[config.mk]
export PLATFORM = sky130hd
export DESIGN_NAME = cbscc_top
export DESIGN_NICKNAME = d
export VERILOG_FILES = /design/src/cbscc_pkg.sv /design/src/cbscc_top.sv
export SDC_FILE = /design/constraint.sdc
export NUM_CORES = 1
export LEC_CHECK = 0
export BUFFER_PORTS_ARGS = -buffer_cell sky130_fd_sc_hd__buf_2
export CORE_UTILIZATION = 25
export DETAILED_ROUTE_END_ITERATION = 8
export PLACE_DENSITY = 0.49
export SYNTH_ARGS = -nofsm -noshare
export SYNTH_HDL_FRONTEND = slang
export SYNTH_SLANG_ARGS = --single-unit
[constraint.sdc]
create_clock -name clk_in -period 8.35 [get_ports clk_in]
set_input_delay 0 -clock clk_in [delete_from_list [all_inputs] [get_ports clk_in]]
set_output_delay 0 -clock clk_in [all_outputs]
set_load 0.01 [all_outputs]
[src/cbscc_pkg.sv]
// package of constants and types for the cell balance and charge short-circuit block
package cbscc_pkg;
  // ==========================================================
  // register map
  localparam logic [7:0] CBSCC_ADDR_GAIN    = 8'h07;
  localparam logic [7:0] CBSCC_ADDR_SHORT   = 8'h09;
  localparam logic [7:0] CBSCC_ADDR_BALANCE = 8'h0a;
  localparam logic [7:0] CBSCC_ADDR_STATUS  = 8'h20;
  localparam logic [7:0] CBSCC_ADDR_IRQ     = 8'h21;
  localparam logic [7:0] CBSCC_ADDR_MASK    = 8'h22;
  localparam logic [7:0] CBSCC_ADDR_LIMITS  = 8'h23;
  // field positions
  localparam int CBSCC_GAIN_BIT   = 0;
  localparam int CBSCC_MODE_LSB   = 6;
  localparam int CBSCC_TMO_LSB    = 4;
  localparam int CBSCC_THR_LSB    = 0;
  localparam int CBSCC_SDLY_LSB   = 4;
  localparam int CBSCC_STRIP_LSB  = 0;
  // reset values
  localparam logic [7:0] CBSCC_BALANCE_RST = 8'h00;
  localparam logic [7:0] CBSCC_SHORT_RST   = 8'h10;
  localparam logic [7:0] CBSCC_GAIN_RST    = 8'h00;
  localparam logic [2:0] CBSCC_MASK_RST    = 3'h0;
  // timing and millivolt levels
  localparam int CBSCC_CLK_MHZ        = 100;
  localparam int CBSCC_DELAY_BASE_US  = 120;
  localparam int CBSCC_DELAY_STEP_US  = 60;
  localparam int CBSCC_US_CYCLES      = CBSCC_CLK_MHZ;
  localparam int CBSCC_HOUR_S         = 3600;
  localparam int CBSCC_TRIP_BASE_MV   = 10;
  localparam int CBSCC_TRIP_STEP_MV   = 5;
  localparam int CBSCC_TRIP_GAIN      = 5;
  localparam int CBSCC_THR_TOP_MV     = 3900;
  localparam int CBSCC_THR_STEP_MV    = 100;
  // balance modes and balance states
  typedef enum logic [1:0] {
    CBSCC_MODE_OFF, CBSCC_MODE_ALWAYS, CBSCC_MODE_CHG, CBSCC_MODE_CHG_TMO
  } cbscc_mode_t;
  typedef enum logic [1:0] {CBSCC_IDLE, CBSCC_BLEED, CBSCC_EXPIRED} cbscc_state_t;
endpackage

[src/cbscc_top.sv]
// balance controller and charge short-circuit filter with register port
//
// The implementer's own choice: the strobed register port.
`timescale 1ns/1ns
`default_nettype none
module cbscc_top
  import cbscc_pkg::*;
#(
  parameter int CELLS        = 10,
  parameter int MV_W         = 13,
  parameter int SEC_CYCLES   = 100_000_000  // one second of clock cycles
) (
  // clock and reset
  input  wire logic                 clk_in,
  input  wire logic                 reset_n_in,
  // register port
  input  wire logic [7:0]           addr_in,
  input  wire logic [7:0]           wdata_in,
  input  wire logic                 wr_in,
  input  wire logic                 rd_in,
  output logic      [7:0]           rdata_out,
  // monitors
  input  wire logic [CELLS*MV_W-1:0] cell_mv_in,
  input  wire logic                 charger_in,
  input  wire logic [9:0]           sense_neg_mv_in,
  // outputs
  output logic      [CELLS-1:0]     bleed_out,
  output logic      [9:0]           trip_mv_out,
  output logic                      short_fault_out,
  output logic      [10:0]          max_ocd_ms_out,
  output logic      [10:0]          max_scd_ms_out,
  output logic                      irq_out
);
  // ==========================================================
  // registers
  logic [7:0] balance_q, short_q, gain_q;
  logic [2:0] irq_q, mask_q;
  logic       balancing_q, fault_q, bleed_begin, tmo_hit, fault_set;
  cbscc_state_t state_q;
  cbscc_mode_t  mode;
  logic [1:0]  tmo_sel;
  logic [3:0]  thr_code, dly_code, trip_code;
  logic [MV_W-1:0] max_mv, thr_mv;
  logic        at_thr, chg_q;

  // decoded fields of the configuration bytes
  assign mode      = cbscc_mode_t'(balance_q[CBSCC_MODE_LSB +: 2]);
  assign tmo_sel   = balance_q[CBSCC_TMO_LSB +: 2];
  assign thr_code  = balance_q[CBSCC_THR_LSB +: 4];
  assign dly_code  = short_q[CBSCC_SDLY_LSB +: 4];
  assign trip_code = short_q[CBSCC_STRIP_LSB +: 4];

  // threshold code to millivolts
  function automatic logic [MV_W-1:0] thr_decode(input logic [3:0] c);
    thr_decode = MV_W'(CBSCC_THR_TOP_MV - CBSCC_THR_STEP_MV * int'(c));
  endfunction

  // ==========================================================
  // register writes
  always_ff @(posedge clk_in or negedge reset_n_in) begin
    if (!reset_n_in) begin
      balance_q <= CBSCC_BALANCE_RST;
      short_q   <= CBSCC_SHORT_RST;
      gain_q    <= CBSCC_GAIN_RST;
      mask_q    <= CBSCC_MASK_RST;
    end else if (wr_in) begin
      unique case (addr_in)
        CBSCC_ADDR_BALANCE: balance_q <= wdata_in;
        CBSCC_ADDR_SHORT:   short_q <= wdata_in;
        CBSCC_ADDR_GAIN:    gain_q <= wdata_in;
        CBSCC_ADDR_MASK:    mask_q <= wdata_in[2:0];
        default: ;
      endcase
    end
  end

  // read data, one cycle after the strobe; unmapped reads zero
  always_ff @(posedge clk_in or negedge reset_n_in) begin
    if (!reset_n_in) begin
      rdata_out <= 8'h00;
    end else if (rd_in) begin
      unique case (addr_in)
        CBSCC_ADDR_BALANCE: rdata_out <= balance_q;
        CBSCC_ADDR_SHORT:   rdata_out <= short_q;
        CBSCC_ADDR_GAIN:    rdata_out <= gain_q;
        CBSCC_ADDR_STATUS:  rdata_out <= {5'h00, state_q == CBSCC_EXPIRED, fault_q, balancing_q};
        CBSCC_ADDR_IRQ:     rdata_out <= {5'h00, irq_q};
        CBSCC_ADDR_MASK:    rdata_out <= {5'h00, mask_q};
        CBSCC_ADDR_LIMITS:  rdata_out <= {7'h00, mode[1]};
        default:            rdata_out <= 8'h00;
      endcase
    end else begin
      rdata_out <= 8'h00;
    end
  end

  // ==========================================================
  // highest cell against threshold
  always_comb begin
    max_mv = '0;
    for (int i = 0; i < CELLS; i++) begin
      if (cell_mv_in[i*MV_W +: MV_W] > max_mv) begin
        max_mv = cell_mv_in[i*MV_W +: MV_W];
      end
    end
  end
  assign thr_mv = thr_decode(thr_code);
  assign at_thr = max_mv >= thr_mv;

  // ==========================================================
  // seconds tick and hour timer; timeout counts only while bleeding
  localparam int SEC_W = $clog2(SEC_CYCLES + 1);
  logic [SEC_W-1:0] sec_cnt_q;
  logic [15:0]      secs_q;
  logic             sec_tick;
  logic [15:0]      tmo_secs;
  assign sec_tick = sec_cnt_q == SEC_W'(SEC_CYCLES - 1);
  assign tmo_secs = 16'(CBSCC_HOUR_S << tmo_sel);
  // mode 10 has no timeout, so it must not raise the timeout event either
  assign tmo_hit  = balancing_q && sec_tick && (mode != CBSCC_MODE_CHG)
                    && (secs_q + 16'h0001 >= tmo_secs);

  always_ff @(posedge clk_in or negedge reset_n_in) begin
    if (!reset_n_in) begin
      sec_cnt_q <= '0;
      secs_q    <= 16'h0000;
    end else if (!balancing_q) begin
      sec_cnt_q <= '0;
      secs_q    <= 16'h0000;
    end else if (sec_tick) begin
      sec_cnt_q <= '0;
      secs_q    <= secs_q + 16'h0001;
    end else begin
      sec_cnt_q <= sec_cnt_q + SEC_W'(1);
    end
  end

  // ==========================================================
  // balance state machine
  always_ff @(posedge clk_in or negedge reset_n_in) begin
    if (!reset_n_in) begin
      chg_q <= 1'b0;
    end else begin
      chg_q <= charger_in;
    end
  end

  always_ff @(posedge clk_in or negedge reset_n_in) begin
    if (!reset_n_in) begin
      state_q <= CBSCC_IDLE;
    end else begin
      unique case (state_q)
        CBSCC_IDLE: begin
          if (mode == CBSCC_MODE_ALWAYS && at_thr) begin
            state_q <= CBSCC_BLEED;
          end else if (mode[1] && charger_in && at_thr) begin
            state_q <= CBSCC_BLEED;
          end
        end
        CBSCC_BLEED: begin
          if (mode == CBSCC_MODE_OFF) begin
            state_q <= CBSCC_IDLE;
          end else if (mode[1] && !charger_in) begin
            state_q <= CBSCC_IDLE;
          end else if (tmo_hit && mode != CBSCC_MODE_CHG) begin
            state_q <= CBSCC_EXPIRED;
          end
        end
        CBSCC_EXPIRED: begin
          if (mode == CBSCC_MODE_OFF || mode == CBSCC_MODE_CHG) begin
            state_q <= CBSCC_IDLE;
          end else if (mode == CBSCC_MODE_ALWAYS && !at_thr) begin
            state_q <= CBSCC_IDLE;
          end else if (mode == CBSCC_MODE_CHG_TMO && !charger_in && chg_q) begin
            state_q <= CBSCC_IDLE;
          end
        end
        default: state_q <= CBSCC_IDLE;
      endcase
    end
  end

  // bleed a cell while balancing and it sits at or above threshold
  always_ff @(posedge clk_in or negedge reset_n_in) begin
    if (!reset_n_in) begin
      bleed_out   <= '0;
      balancing_q <= 1'b0;
    end else begin
      balancing_q <= state_q == CBSCC_BLEED;
      for (int i = 0; i < CELLS; i++) begin
        bleed_out[i] <= (state_q == CBSCC_BLEED) && (cell_mv_in[i*MV_W +: MV_W] >= thr_mv);
      end
    end
  end
  assign bleed_begin = (state_q == CBSCC_BLEED) && !balancing_q;

  // discharge delay limits follow the balancing mode
  always_ff @(posedge clk_in or negedge reset_n_in) begin
    if (!reset_n_in) begin
      max_ocd_ms_out <= 11'd2000;
      max_scd_ms_out <= 11'd1500;
    end else begin
      max_ocd_ms_out <= mode[1] ? 11'd180 : 11'd2000;
      max_scd_ms_out <= mode[1] ? 11'd100 : 11'd1500;
    end
  end

  // ==========================================================
  // charge short-circuit trip level and delay filter
  always_ff @(posedge clk_in or negedge reset_n_in) begin
    if (!reset_n_in) begin
      trip_mv_out <= 10'h000;
    end else begin
      trip_mv_out <= 10'((CBSCC_TRIP_BASE_MV + CBSCC_TRIP_STEP_MV * int'(trip_code))
                         * (gain_q[CBSCC_GAIN_BIT] ? CBSCC_TRIP_GAIN : 1));
    end
  end

  // delay in cycles; doubled while balancing, which the fault side tolerates
  logic [18:0] dly_cycles, sc_cnt_q;
  logic        over;
  assign dly_cycles = 19'((CBSCC_DELAY_BASE_US + CBSCC_DELAY_STEP_US * (int'(dly_code) - 1))
                          * CBSCC_US_CYCLES) << balancing_q;
  assign over = (sense_neg_mv_in >= trip_mv_out) && (dly_code != 4'h0);

  always_ff @(posedge clk_in or negedge reset_n_in) begin
    if (!reset_n_in) begin
      sc_cnt_q <= '0;
      fault_q  <= 1'b0;
    end else if (!over) begin
      sc_cnt_q <= '0;
      fault_q  <= 1'b0;
    end else if (sc_cnt_q + 19'd1 >= dly_cycles) begin
      fault_q  <= 1'b1;
    end else begin
      sc_cnt_q <= sc_cnt_q + 19'd1;
    end
  end
  assign short_fault_out = fault_q;
  assign fault_set       = over && !fault_q && (sc_cnt_q + 19'd1 >= dly_cycles);

  // ==========================================================
  // sticky events: bleed start, timeout, fault; write one to clear
  always_ff @(posedge clk_in or negedge reset_n_in) begin
    if (!reset_n_in) begin
      irq_q <= 3'h0;
    end else begin
      irq_q <= (irq_q & ~((wr_in && addr_in == CBSCC_ADDR_IRQ) ? wdata_in[2:0] : 3'h0))
               | {fault_set, tmo_hit, bleed_begin};  // set wins
    end
  end
  assign irq_out = |(irq_q & mask_q);
endmodule
`default_nettype wire

==> impl_metrics.ini <==
[clocking]
clk_latency_ns = 0.43
clkSlewWorstSetupHoldPaths_ns = 0.07
cts_buffer_depth = 2
clkSinkCount = 127
cts_made_buffers = 17
cts_htree_levels = 4
cts_tree = yes
root_buffer = clkbuf_16

[place]
port_buffers = 202
placed_cell_area_mm2 = 0.02020
gp_congestion = 0.9010
hpwl_um = 43600
dp.cells = 3136

[synth]
synth_top_area_share_pct = 26.56
synth.area.top_cells = ha_1 27%, dfrtp_1 20%, nor2_1 4.0%
syn_avg_cell_area_um2 = 8.588
ys_seq_area_share_pct = 20.15
syn_inst = 1838
synth_most_common_cell = ha_1
ys_types = 79
yosysWarningCount = 0
ys_seq_elements = 127
synth_area_mm2 = 0.01578
synthTopCellsByCount = 335 x ha_1, 169 x nor2_1, 136 x inv_1, 129 x nand2_1, 125 x dfrtp_1
synthArstFlopShare_pct = 100.0
synth_edf_count = 0
synth.largest_area_cell = ha_1
ys.flop_type = dfrtp_1

[routing]
wl_per_cell_um = 16.61
via_per_inst = 4.715
wl_met2_um = 25080
drt_first_iter_violations = 883
drc_errors = 0
wl_met3_um = 1858
wl_met1_um = 26230
highest_layer = met4
drt_pre_antenna_iters = 5
wirelength_um = 53910
drtAntennaViolNets = 0
vias = 15300

[floorplan]
start_util_pct = 25.44
core_mm2 = 0.06205
die_w_um = 253.3
io_pins = 213
core.rowCount = 91
design.die.area_mm2 = 0.06414
fp.dieH_um = 253.3

[flow_run]
max-cap-violations = 0

[sta]
worstMarginPinSlew_ns = 1.027
post-route-period-util_pct = 196.7
setup_viol = 2
clock.fmax_mhz = 60.88
drv_slew = 0
setup_ws_ns = -8.076
rsz0062_at_grt = true
layout_min_cycle_time_ns = 16.43
worst_clock_skew_ns = 0.01975
slew_headroom_pct = 31.53
hold_viol_final = 0

[critical_path]
slowest_delay_ns = 0.40
cp.arrival_ns = 16.73
cp_max_fo = 11
setup.worst_path.start_class = primary input
critical_path_required_ns = 8.65
critPathMostFrequentCell = o21a_1
worstSetupPathType = in -> reg
critPathCaptureType = flop
critical_path.slowest_cell = or3_4

[global_routing]
grt_pass1_vias = 15520
grt_max_degree = 76
grt.overflow.total = 0
grt_antenna_before_repair = 3
track_usage_pct = 16.69
grt_pass1_wl_um = 84200

[layout]
area_growth_pct = 41.70
final_nets = 2907
drive_above_1_share_pct = 33.35
stdcell_count = 3246
design_area_mm2 = 0.02237

[hold_path]
min_path_type = in -> reg

[status]
outcome = finished, violations left
violations = negative setup slack
==> cells by family after synthesis <==
family,synth area share [%]
and+or+nand+nor,17.53
AOI/OAI and AO/OA,16.32
adders and majority gates,28.59
buffers and inverters,5.256
xor gates and xnor gates,7.150
DFF,20.15
muxes,4.954
other,0.04758
==> path summary, 6_finish.rpt <==
path / startpoint / end / slack (ns) / cells after the start
max: cell_mv_in[1] / state_q[0]$_DFFE_PN0P_ / -8.08 / 95
max reg2reg: short_q[6]$_DFFE_PN0P_ / sc_cnt_q[0]$_DFFE_PN0P_ / 0.46 / 33
max in group asynchronous: reset_n_in / secs_q[5]$_DFFE_PN0P_ / 6.78 / 3
min reg2reg: gain_q[1]$_DFFE_PN0P_ / gain_q[1]$_DFFE_PN0P_ / 0.48 / 2
min in group asynchronous: reset_n_in / short_q[5]$_DFFE_PN0P_ / 0.11 / 2
min: cell_mv_in[64] / bleed_out[4]$_DFF_PN0_ / 0.03 / 4
==> repair_timing <==
action | in CTS | in global routing
cloned | 5 | 1
hold endpoints to repair | 87 | 0
endpoints found under the setup margin | 2 | 23
setup buffers | 20 | 36
pin swaps | 22 | 90
resized for setup | 45 | 116
hold buffers | 15 | 0
==> layer usage <==
layer,vias to the layer above,track usage [%]
met5,-,0
met4,0,3.152
met3,51,1.748
li1,7659,-
met2,312,28.14
met1,7282,22.96
==> sequential cells by signal, indices dropped and copies added, names as in the netlist <==
name	flops
sec_cnt_q	27
sc_cnt_q	19
secs_q	16
bleed_out	10
trip_mv_out	10
balance_q	8
gain_q	8
rdata_out	8
short_q	8
irq_q	3
mask_q	3
max_ocd_ms_out	2
state_q	2
balancing_q	1
chg_q	1
short_fault_out	1
==> cell usage in the layout (no fill, tap or decap), types with 28 or more instances in the layout <==
cell type,n
a21o_1,41
buf_2,200
buf_4,351
ha_1,305
nor2b_1,41
xnor2_1,58
ha_4,30
nand4_1,37
o21ai_0,67
nor2_1,165
a21oi_1,92
nor3_1,28
xor2_1,61
mux2i_1,29
nand2_1,124
dfrtp_1,125
nand2b_1,30
nand3_1,48
o21a_1,40
inv_1,124
==> stage by stage <==
stage | setup WS, ns | utilization, % | hold slack [ns] | TNS [ns]
5_1_grt | -9.014 | 36.04 | 0.05859 | -18.02
4_1_cts | -7.873 | 34.46 | 0.005274 | -15.74
6_report | -8.076 | 36.04 | 0.02682 | -16.14
2_1_floorplan | -8.123 | - | -0.2956 | -16.24
3_5_place_dp | -9.026 | 32.56 | -0.003062 | -18.03
3_3_place_gp | -8.826 | 32.56 | -0.01340 | -17.65
==> area by class of cell <==
type / instances / area, µm²
clock buffer: 19 / 442.9
inverter: 137 / 526.8
tap: 837 / 1047
fill: 6411 / 39690
multi-input combinational: 1524 / 12920
sequential: 127 / 3181
antenna: 1 / 2.502
timing repair buffer: 588 / 4116
clock inverter: 13 / 128.9
==> critical path: cells and delay by family <==
kind / cells / cell delay, ns
multiplexers: 4 / 1.07
AO/OA/AOI/OAI: 48 / 8.84
AND/OR/NAND/NOR: 20 / 2.49
adder cells (fa/ha/maj): 10 / 2.68
buffers and inverters: 13 / 1.64
Power is left out: the tool's default activity adds up to more than one toggle a clock period on the data nets, which glitch-free logic cannot reach.
